===== config.mk =====
export PLATFORM = sky130hd
export DESIGN_NAME = slrs_top
export DESIGN_NICKNAME = d
export VERILOG_FILES = /design/src/core/slrs_pkg.sv /design/src/core/slrs_if.sv /design/src/core/slrs_debounce.sv /design/src/core/slrs_stage.sv /design/src/core/slrs_top.sv
export SDC_FILE = /design/constraint.sdc
export NUM_CORES = 1
export LEC_CHECK = 0
export BUFFER_PORTS_ARGS = -buffer_cell sky130_fd_sc_hd__buf_4
export CAP_MARGIN = 20
export CORE_ASPECT_RATIO = 1.25
export CORE_MARGIN = 2
export CORE_UTILIZATION = 55
export CTS_BUF_LIST = sky130_fd_sc_hd__clkbuf_2
export DETAILED_ROUTE_END_ITERATION = 8
export GPL_ROUTABILITY_DRIVEN = 0
export HOLD_SLACK_MARGIN = 0.12
export PLACE_DENSITY = 0.75
export RECOVER_POWER = 50
export SETUP_SLACK_MARGIN = 0.5
export SYNTH_ARGS = -nofsm -noshare
export SYNTH_HDL_FRONTEND = slang
export SYNTH_SLANG_ARGS = --single-unit

===== constraint.sdc =====
create_clock -name mclk -period 2.25 [get_ports mclk]
set_input_delay 0.225 -clock mclk [delete_from_list [all_inputs] [get_ports mclk]]
set_output_delay 0.225 -clock mclk [all_outputs]
set_load 0.005 [all_outputs]

===== src/core/slrs_pkg.sv =====
/*
 package of the serial link reset sequencer: timing counts, filter lengths
 and the state encoding of the reset sequencer.
 assumes a single 200 MHz clock (mclk) drives every module.
*/
package slrs_pkg;

   localparam int unsigned CLK_MHZ          = 200;
   // core reset and one-way system resets are held at least this long
   localparam int unsigned RST_MIN_CYC      = 6;
   // link-ready of the one-way cores drops no sooner than this
   localparam int unsigned READY_DROP_CYC   = 5;
   // staging delay of the initialization request
   localparam int unsigned INIT_DELAY_CYC   = 128;
   // width of the stretch counter
   localparam int unsigned STRETCH_BITS     = 24;
   // width of the one-way tx ready-delay timer
   localparam int unsigned TX_TIMER_BITS    = 24;
   // default ready-delay count of the one-way tx timer
   localparam int unsigned TX_TIMER_CYC     = 4096;
   // debounce filter length
   localparam int unsigned DEBOUNCE_CYC     = 16;
   // cycles after initialization that the link clock is taken to stop
   localparam int unsigned CLK_STOP_CYC     = 4;

   typedef enum logic [3:0] {
      SLRS_IDLE  = 4'b0001,
      SLRS_RESET = 4'b0010,
      SLRS_TRAIN = 4'b0100,
      SLRS_READY = 4'b1000
   } slrs_state_e;

endpackage


===== src/core/slrs_if.sv =====
/*
 interface between the reset sequencer top and its debounce and staging
 helpers. assumes all three modules share mclk and nrst.
*/
`timescale 1ns/1ps
`default_nettype none
interface slrs_if;
   logic raw_rst;
   logic clean_rst;
   logic init_req;
   logic init_stage;
   logic init_stretch;
   logic init_agg;

   modport deb (input raw_rst, output clean_rst);
   modport stg (input init_req, output init_stage, output init_stretch,
                output init_agg);
   modport top (output raw_rst, input clean_rst, output init_req,
                input init_stage, input init_stretch, input init_agg);
endinterface
`default_nettype wire


===== src/core/slrs_debounce.sv =====
/*
 debounce filter for the pushbutton reset: output follows the raw input
 only after it has been steady for DEBOUNCE_LEN cycles.
 assumes the raw input is synchronous to mclk.
*/
`timescale 1ns/1ps
`default_nettype none
module slrs_debounce
   import slrs_pkg::*;
#(
   parameter int unsigned DEBOUNCE_LEN = DEBOUNCE_CYC
) (
   input  wire logic mclk,
   input  wire logic nrst,
   slrs_if.deb       bus
);
   typedef struct packed {
      logic        last;
      logic        out;
      logic [15:0] cnt;
   } slrs_deb_s;

   slrs_deb_s st;
   slrs_deb_s next_st;

   always_comb begin
      next_st = st;
      next_st.last = bus.raw_rst;
      if (bus.raw_rst != st.last) begin
         next_st.cnt = 16'h0000;
      end else if (st.cnt < 16'(DEBOUNCE_LEN - 1)) begin
         next_st.cnt = st.cnt + 16'h0001;
      end else begin
         next_st.out = st.last;
      end
   end

   always_ff @(posedge mclk or negedge nrst) begin
      if (!nrst) begin
         st <= '{last: 1'b1, out: 1'b1, cnt: 16'h0000};
      end else begin
         st <= next_st;
      end
   end

   assign bus.clean_rst = st.out;
endmodule
`default_nettype wire


===== src/core/slrs_stage.sv =====
/*
 staging of the transceiver initialization request: a delayed copy, a
 stretched pulse, and their union.
 assumes the request is synchronous to mclk.
*/
`timescale 1ns/1ps
`default_nettype none
module slrs_stage
   import slrs_pkg::*;
#(
   parameter int unsigned DELAY_LEN = INIT_DELAY_CYC,
   parameter int unsigned STR_BITS  = STRETCH_BITS
) (
   input  wire logic mclk,
   input  wire logic nrst,
   slrs_if.stg       bus
);
   typedef struct packed {
      logic [DELAY_LEN-1:0] dly;
      logic [STR_BITS-1:0]  str;
      logic                 agg;
   } slrs_stg_s;

   slrs_stg_s st;
   slrs_stg_s next_st;

   always_comb begin
      next_st = st;
      next_st.dly = {st.dly[DELAY_LEN-2:0], bus.init_req};
      if (bus.init_req) begin
         next_st.str = '1;
      end else if (st.str != '0) begin
         next_st.str = st.str - 1'b1;
      end
      next_st.agg = st.dly[DELAY_LEN-1] | (st.str != '0);
   end

   always_ff @(posedge mclk or negedge nrst) begin
      if (!nrst) begin
         st <= '0;
      end else begin
         st <= next_st;
      end
   end

   assign bus.init_stage   = st.dly[DELAY_LEN-1];
   assign bus.init_stretch = st.str != '0;
   assign bus.init_agg     = st.agg;
endmodule
`default_nettype wire


===== src/core/slrs_top.sv =====
/*
 reset sequencer of a serial link core: debounces the pushbutton reset,
 stages the transceiver initialization request, aggregates the core reset
 and models the link-ready behaviour of duplex and one-way cores.
 assumes all inputs are synchronous to mclk; the user application applies
 resets with the documented minimum widths and ordering.
*/
`timescale 1ns/1ps
`default_nettype none
module slrs_top
   import slrs_pkg::*;
#(
   parameter int unsigned DEBOUNCE_LEN = DEBOUNCE_CYC,
   parameter int unsigned DELAY_LEN    = INIT_DELAY_CYC,
   parameter int unsigned STR_BITS     = STRETCH_BITS,
   parameter int unsigned TX_TIMER     = TX_TIMER_CYC
) (
   input  wire logic mclk,
   input  wire logic nrst,
   input  wire logic pushbutton_reset_in,
   input  wire logic init_req,
   input  wire logic xcvr_reset_busy,
   input  wire logic hot_plug_reset,
   input  wire logic core_reset,
   input  wire logic power_down,
   input  wire logic lane_locked,
   input  wire logic tx_system_reset,
   input  wire logic rx_system_reset,
   input  wire logic rx_lock,
   output var  logic pushbutton_reset,
   output var  logic core_init,
   output var  logic init_stage,
   output var  logic init_stretch,
   output var  logic sys_reset_out,
   output var  logic partner_hot_plug,
   output var  logic user_clk_run,
   output var  logic tx_half_reset,
   output var  logic rx_half_reset,
   output var  logic channel_ready,
   output var  logic tx_channel_ready,
   output var  logic rx_channel_ready,
   output var  logic tx_lane_ready
);
   localparam int unsigned TXC_W = TX_TIMER_BITS;

   typedef struct packed {
      logic              pb;
      logic              init;
      logic              stage;
      logic              stretch;
      logic              sys_rst;
      logic              hot;
      logic              clk_run;
      logic [3:0]        stop_cnt;
      logic              tx_rst;
      logic              rx_rst;
      logic              ch_rdy;
      logic [3:0]        tx_hold;
      logic [3:0]        rx_hold;
      logic              tx_rdy;
      logic              rx_rdy;
      logic [TXC_W-1:0]  tx_cnt;
      logic              tx_lane;
      slrs_state_e       tx_st;
   } slrs_top_s;

   slrs_top_s st;
   slrs_top_s next_st;
   slrs_if    link ();

   assign link.raw_rst  = pushbutton_reset_in;
   assign link.init_req = init_req;

   slrs_debounce #(.DEBOUNCE_LEN(DEBOUNCE_LEN)) u_deb (
      .mclk (mclk),
      .nrst (nrst),
      .bus  (link)
   );

   slrs_stage #(.DELAY_LEN(DELAY_LEN), .STR_BITS(STR_BITS)) u_stg (
      .mclk (mclk),
      .nrst (nrst),
      .bus  (link)
   );

   logic core_rst_any;
   assign core_rst_any = core_reset | power_down | link.init_agg;

   always_comb begin
      next_st = st;
      next_st.pb      = link.clean_rst;
      next_st.init    = link.init_agg;
      next_st.stage   = link.init_stage;
      next_st.stretch = link.init_stretch;
      next_st.sys_rst = link.clean_rst | xcvr_reset_busy | hot_plug_reset;
      next_st.hot     = link.init_agg;

      // transceiver output clock ceases a few cycles after initialization
      if (link.init_agg) begin
         if (st.stop_cnt < 4'(CLK_STOP_CYC)) begin
            next_st.stop_cnt = st.stop_cnt + 4'h1;
         end else begin
            next_st.clk_run = 1'b0;
         end
      end else begin
         next_st.stop_cnt = 4'h0;
         next_st.clk_run  = 1'b1;
      end

      // duplex: reset sampled on mclk, both halves held
      next_st.tx_rst = core_rst_any;
      next_st.rx_rst = core_rst_any;
      next_st.ch_rdy = !core_rst_any && lane_locked;

      // one-way: ready drops after READY_DROP_CYC cycles of reset
      if (tx_system_reset) begin
         if (st.tx_hold < 4'(READY_DROP_CYC)) begin
            next_st.tx_hold = st.tx_hold + 4'h1;
         end
      end else begin
         next_st.tx_hold = 4'h0;
      end
      if (rx_system_reset) begin
         if (st.rx_hold < 4'(READY_DROP_CYC)) begin
            next_st.rx_hold = st.rx_hold + 4'h1;
         end
      end else begin
         next_st.rx_hold = 4'h0;
      end

      if (rx_system_reset && st.rx_hold >= 4'(READY_DROP_CYC - 1)) begin
         next_st.rx_rdy = 1'b0;
      end else if (!rx_system_reset) begin
         next_st.rx_rdy = rx_lock;
      end

      // tx sequencer: train for the timer, then declare ready
      case (st.tx_st)
         SLRS_IDLE: begin
            next_st.tx_st = SLRS_RESET;
         end
         SLRS_RESET: begin
            next_st.tx_cnt = '0;
            if (!tx_system_reset) begin
               next_st.tx_st = SLRS_TRAIN;
            end
         end
         SLRS_TRAIN: begin
            next_st.tx_cnt = st.tx_cnt + 1'b1;
            if (st.tx_cnt == TXC_W'(TX_TIMER - 1)) begin
               next_st.tx_lane = 1'b1;
               next_st.tx_st   = SLRS_READY;
            end
         end
         SLRS_READY: begin
            next_st.tx_rdy = 1'b1;
         end
         default: begin
            next_st.tx_st = SLRS_RESET;
         end
      endcase
      if (tx_system_reset && st.tx_hold >= 4'(READY_DROP_CYC - 1)) begin
         next_st.tx_rdy  = 1'b0;
         next_st.tx_lane = 1'b0;
         next_st.tx_st   = SLRS_RESET;
      end
   end

   always_ff @(posedge mclk or negedge nrst) begin
      if (!nrst) begin
         st         <= '0;
         st.pb      <= 1'b1;
         st.sys_rst <= 1'b1;
         st.clk_run <= 1'b1;
         st.tx_rst  <= 1'b1;
         st.rx_rst  <= 1'b1;
         st.tx_st   <= SLRS_IDLE;
      end else begin
         st <= next_st;
      end
   end

   assign pushbutton_reset = st.pb;
   assign core_init        = st.init;
   assign init_stage       = st.stage;
   assign init_stretch     = st.stretch;
   assign sys_reset_out    = st.sys_rst;
   assign partner_hot_plug = st.hot;
   assign user_clk_run     = st.clk_run;
   assign tx_half_reset    = st.tx_rst;
   assign rx_half_reset    = st.rx_rst;
   assign channel_ready    = st.ch_rdy;
   assign tx_channel_ready = st.tx_rdy;
   assign rx_channel_ready = st.rx_rdy;
   assign tx_lane_ready    = st.tx_lane;
endmodule
`default_nettype wire


# After elaboration in Yosys (flattened, before gate mapping)
# Cells that the tools add are included.
dict set report op_classes {
  n_addsub 6
  magnitude_cmp 6
  n_eq_ne 13
  n_mux 21
  n_bitwise 7
  n_reduce_logical 14
}
# cell n
set op_table {}
lappend op_table {{2-to-1 mux 24 bit} 2}
lappend op_table {{case mux 24 bit (2 select lines)} 1}
lappend op_table {{2-to-1 mux 16 bit} 2}
lappend op_table {{adder 24 x 1 -> 24 bit, second input constant} 1}
lappend op_table {{== test 24 x 12 -> 1 bit, second input constant} 1}
lappend op_table {{2-to-1 mux 4 bit} 6}
lappend op_table {{nonzero test 24 bit} 1}
lappend op_table {{subtractor 24 x 1 -> 24 bit, second input constant} 1}
lappend op_table {{adder 16 x 1 -> 16 bit, second input constant} 1}
lappend op_table {{less-than comparator 16 x 4 -> 1 bit, second input constant} 1}
lappend op_table {{2-to-1 mux 5 bit} 3}
lappend op_table {{adder 4 x 1 -> 4 bit, second input constant} 3}
lappend op_table {{less-than comparator 4 x 3 -> 1 bit, second input constant} 3}
lappend op_table {{case mux 4 bit (3 select lines)} 1}
lappend op_table {{nonzero test 2 bit} 6}
lappend op_table {{greater-or-equal comparator 4 x 3 -> 1 bit, second input constant} 2}
lappend op_table {{2-to-1 mux 1 bit} 6}
lappend op_table {{inequality test 2 x 1 -> 1 bit, second input constant} 3}
lappend op_table {{inequality test 2 bit, second input constant} 3}
lappend op_table {{inequality test 3 bit, second input constant} 2}
lappend op_table {{bitwise OR 1 bit} 5}
lappend op_table {{== test 4 x 2 -> 1 bit, second input constant} 1}
lappend op_table {{== test 4 x 3 -> 1 bit, second input constant} 1}
lappend op_table {{== test 4 bit, second input constant} 1}
lappend op_table {{6 further kinds} 10}
dict set report word_totals {
  register_bits 222
  output_inout_bits 13
  wordCells 89
}

# Longest topological paths before layout
dict set report depth {
  word_depth 4
  mapped_depth 9
  ltp_nobuf 8
}

# Modules after synthesis
# From an unflattened synthesis, not the netlist that was laid out.
dict set report hier_totals {
  cells_unflattened 547
  area_unflattened_um2 7767.4
}
# module instances cells_per_inst area_per_inst_um2
set modules_own_cells {}
lappend modules_own_cells {slrs_stage 1 262 4600.7}
lappend modules_own_cells {slrs_top 1 230 2451.1}
lappend modules_own_cells {slrs_debounce 1 55 715.7}

# Worst setup path after synthesis
# OpenSTA, ideal clock, no wires.
dict set report synth_timing {
  path_kind {reg2reg}
  startpoint {register u_stg.st[1] (netlist bit)}
  endpoint {register u_stg.st[9] (netlist bit)}
  setup_time_ns 0.132
  t_arrival_ns 2.118
  required_ns 2.118
  setup_slack_ns 0.000
  path_stages_with_launch 9
  path_buffers 1
  synth_period_minus_slack_ns 2.250
  path_cell_list {dfrtp_1 > inv_1 > ha_1 > or4b_1 > nor3_2 > and3_1 > buf_4 > nor3_1 > or3b_1}
}
dict set report synth_between {
  elab_chain_len 3
  elab_cells_between_ends 5
}
# item line_no
set synth_lines {}
lappend synth_lines {{from (decl)} slrs_stage.sv:24} ;# slrs_stg_s st;
lappend synth_lines {{from (signal assigned)} slrs_stage.sv:42} ;# st <= next_st;
lappend synth_lines {{subtractor 24 x 1 -> 24 bit} slrs_stage.sv:33} ;# next_st.str = st.str - 1'b1;
lappend synth_lines {{2-to-1 mux 24 bit} slrs_stage.sv:32} ;# end else if (st.str != '0) begin
lappend synth_lines {{2-to-1 mux 24 bit} slrs_stage.sv:30} ;# if (bus.init_req) begin
# Several ways; a longest one is shown, not always the timed one. The select of a mux whose other input is x is not followed.
# A chain may end at the register's enable or synchronous reset.

# Worst setup path in the final report
dict set report layout_timing {
  startpoint {register u_stg.st[5] (netlist bit)}
  endpoint {register u_stg.st[20] (netlist bit)}
}
# The elaborated chain is that of the path after synthesis.

==> qor.txt <==
Synth Net Count = 563
First-pass GRT wire length = 22.6 mm
Pint = 5.26 mW
Critical path class = reg2reg
CP max stage cell = or4_4
Worst VDD drop = 0.402 mV
Yosys cell types = 55
DIE AREA = 0.0148 mm2
Lkg Pwr = 4.35 nW
Simple-Gate Fraction of Synth Area = 14.5%
Bufs on Longest Clock Path = 3
Status = complete, but fails checks
Delay-heaviest family, CP = simple AND/OR/NAND/NOR gates
Synth top area cells = dfrtp_1 (71%), mux2i_1 (2.5%), dfstp_2 (2.4%)
Worst skew pair latency = 0.72 ns
Max Used Layer = met4
Initial Util = 55.7%
Critical Path AT = 2.75 ns
HPWL Detailed = 7.53 mm
Core area = 0.0137 mm2
Most used flip-flop cell after synthesis = dfrtp_1
TritonCTS clock tree = yes
Total area of sequential cells = 0.00557 mm2
DRC = 0
Max Transition Viols Final = 38
Final min period = 2.18 ns
Clock Tree Root = clkbuf_2
Starting DRC count in detailed routing = 296
Setup TNS = 0 ns
Placed insts = 747
Layout cells sized above 1 = 28.2%
CP Cell Sequence = nor4_4 -> nand2_2 -> or4_4 -> or4_4 -> mux2i_1
Post-DR vias/cell = 5.33
Syn-to-layout area delta = 20.4%
Clk_skew = 0.0573 ns
Hold Crit Class = in2reg
Critical path capture point type = flop
Maxcap violations = 1
Area of the multi-input gates = 0.00217 mm2
Non-filler cells, final = 868
Complex-gate fraction of the synthesized area = 5.26%
Post-synthesis async set-or-reset flop share = 100%
DR WL/cell = 15.6 um
Overflow after GRT = 0
Iteration count of the initial detailed-routing pass = 4
CTS Sinks = 222
Fmax = 0.459 GHz
Initial antenna violation count = 1
Total GRT Usage = 19.3%
Worst-margin pin slew = 1.55 ns
Most common cell after layout, fill and taps aside = dfrtp_1
RSZ-0062 raised after global routing = yes
Post-synthesis adder-cell area fraction = 1.48%
Yosys warnings = 0
Vias = 4623
Post-synth EDFFs = 0
DIE WIDTH = 109 um
Area leader, netlist = dfrtp_1
Final count of hold timing violations = 0
Clk slew on worst S/H paths = 0.10 ns
Fill cells = 970
Slew margin rel. = -3.03%
Mean post-synth cell area = 14.1 um2
Final hold slack = 0.247 ns
Seq cells post-synth = 222
Max incr delay on CP = 0.56 ns
Largest fanout on the critical path = 4
Crit path buf inv count = 0
Die Span Y = 136 um
Post-Syn Area = 0.00763 mm2
CP Launch Type = flop
Yosys top cell area share = 70.5%
Largest net degree at the start of global routing = 68
H-Tree Depth = 2
Synthesized instance count = 542
PortBufs = 24
Net Sw Frac = 23.9%
Met3 WL = 470 um
Most frequent cells in the layout = dfrtp_1 (211), clkbuf_2 (71), buf_4 (48)
Number of global-route vias before repair = 4829
Metal-1 WL = 5.95 mm
Clock Power Share = 35.9%
Net Sw Power = 1.65 mW
Post-synthesis mux area share = 2.64%
Post-synthesis sequential area ratio = 72.9%
Met2 WL = 6.86 mm
Combinational share of power = 4.5%
Count of final setup violators = 0
Violated checks = capacitance limit, slew limit
Register share of total power = 59.6%
IO Pins = 25
CTS buffer count = 49
Post-route clock period utilization = 96.8%
Row Count = 48
Final #Nets = 680
Largest family of logic cells by synthesized area = simple AND/OR/NAND/NOR gates
Final WL = 13.5 mm
CP most frequent cell = or4_4
DRT antenna net count = 0
Synth Area in XOR/XNOR = 1.72%
P per Cell Area = 752 mW/mm2
Data required, critical path = 2.82 ns
## metal layers
layer | track usage (%) | vias to the layer above
li1 | - | 2136
met1 | 26.2 | 2351
met2 | 30.4 | 113
met3 | 4.14 | 23
met4 | 8.02 | 0
met5 | 0 | -
## worst paths after layout
check / startpoint / end / slack [ns] / depth (start not counted)
hold / removal: pushbutton_reset_in / u_deb.st[17] / 0.25 / 2
min in group asynchronous: nrst / u_stg.next_st[136] / 0.59 / 3
setup reg to reg: u_stg.st[5] / u_stg.st[20] / 0.07 / 5
hold reg to reg: u_stg.next_st[58] / u_stg.next_st[59] / 0.30 / 0
max in group asynchronous: nrst / u_stg.st[3] / 0.42 / 4
setup / recovery: u_stg.st[5] / u_stg.st[20] / 0.07 / 5
## synthesized netlist by cell type, types with 2 or more instances
| master | number |
|---|---|
| and2_1 | 19 |
| nor3_1 | 6 |
| nor3b_1 | 2 |
| or3_1 | 5 |
| nor4_2 | 2 |
| nand4b_1 | 2 |
| nand3_1 | 20 |
| nand4_1 | 12 |
| clkbuf_1 | 11 |
| xnor2_1 | 11 |
| o21a_1 | 3 |
| dfrtp_1 | 215 |
| nor4_1 | 12 |
| or4b_2 | 2 |
| o21ai_0 | 20 |
| or4_1 | 2 |
| nor2_1 | 23 |
| mux2i_1 | 19 |
| nand3b_1 | 4 |
| or4_4 | 2 |
| and3_1 | 9 |
| inv_1 | 10 |
| nand2b_1 | 7 |
| a311oi_1 | 4 |
| a31oi_1 | 4 |
| a41oi_1 | 4 |
| o211ai_1 | 4 |
| nand2_1 | 30 |
| a211oi_1 | 2 |
| nor2b_1 | 19 |
| ha_1 | 9 |
| a31o_2 | 2 |
| o211a_1 | 2 |
| a21oi_1 | 7 |
| o31ai_1 | 4 |
| xor2_1 | 4 |
| nor4b_1 | 2 |
| a21o_1 | 2 |
| buf_4 | 3 |
| dfstp_2 | 7 |
## sequential cells by signal, summed over array words and instances, names as in the netlist, 17 cells and up
register	count
st	40
u_deb.st	17
u_stg.st	24
u_stg.next_st	127
## metrics by stage
step | util, % | total power, mW | area [um2] | worst slack [ns]
final | 67.1 | 6.91 | 9190 | 0.0709
after global routing | 67.1 | 7.29 | 9190 | -0.0167
after CTS | 65.4 | 7.02 | 8950 | 0.0595
after detailed placement | 59.8 | 4.47 | 8180 | -0.0123
after global placement | 59.8 | 4.45 | 8180 | 0.0596
after floorplan | - | 4.32 | 7680 | 0.167
## power by group through the flow
stage	Sequential, mW	Clock [mW]	Combinational, mW
floorplan	4.18	0	0.132
global placement	4.19	0	0.260
detailed placement	4.20	0	0.276
CTS	4.12	2.59	0.300
global route	4.14	2.80	0.358
finish	4.12	2.48	0.311
## area by class of cell
type | count | area share, %
antenna | 1 | 0.0272
clock buffer | 71 | 3.87
clock inverter | 13 | 1.10
inverter | 11 | 0.531
multi-input combinational | 294 | 23.7
sequential | 222 | 60.6
tap | 175 | 2.38
timing repair buffer | 80 | 7.72
timing repair inverter | 1 | 0.0681
## timing repair
action / 4_1_cts / 5_1_grt
buffers inserted: 10 / 11
pin swaps: 14 / 15
hold buffers: 14 / 0
hold endpoints to repair: 278 / 0
cloned: 1 / 0
gates resized for setup: 22 / 39
setup endpoints to repair: 29 / 46
## cells by family after synthesis
group                    Yosys count
flip-flops                       222
AND/OR/NAND/NOR                  188
AO/OA/AOI/OAI                     61
buffers and inverters             26
multiplexers                      20
XOR/XNOR                          15
adder cells (fa/ha/maj)            9
other                              1
No activity file was read; power rests on OpenSTA's default activity.
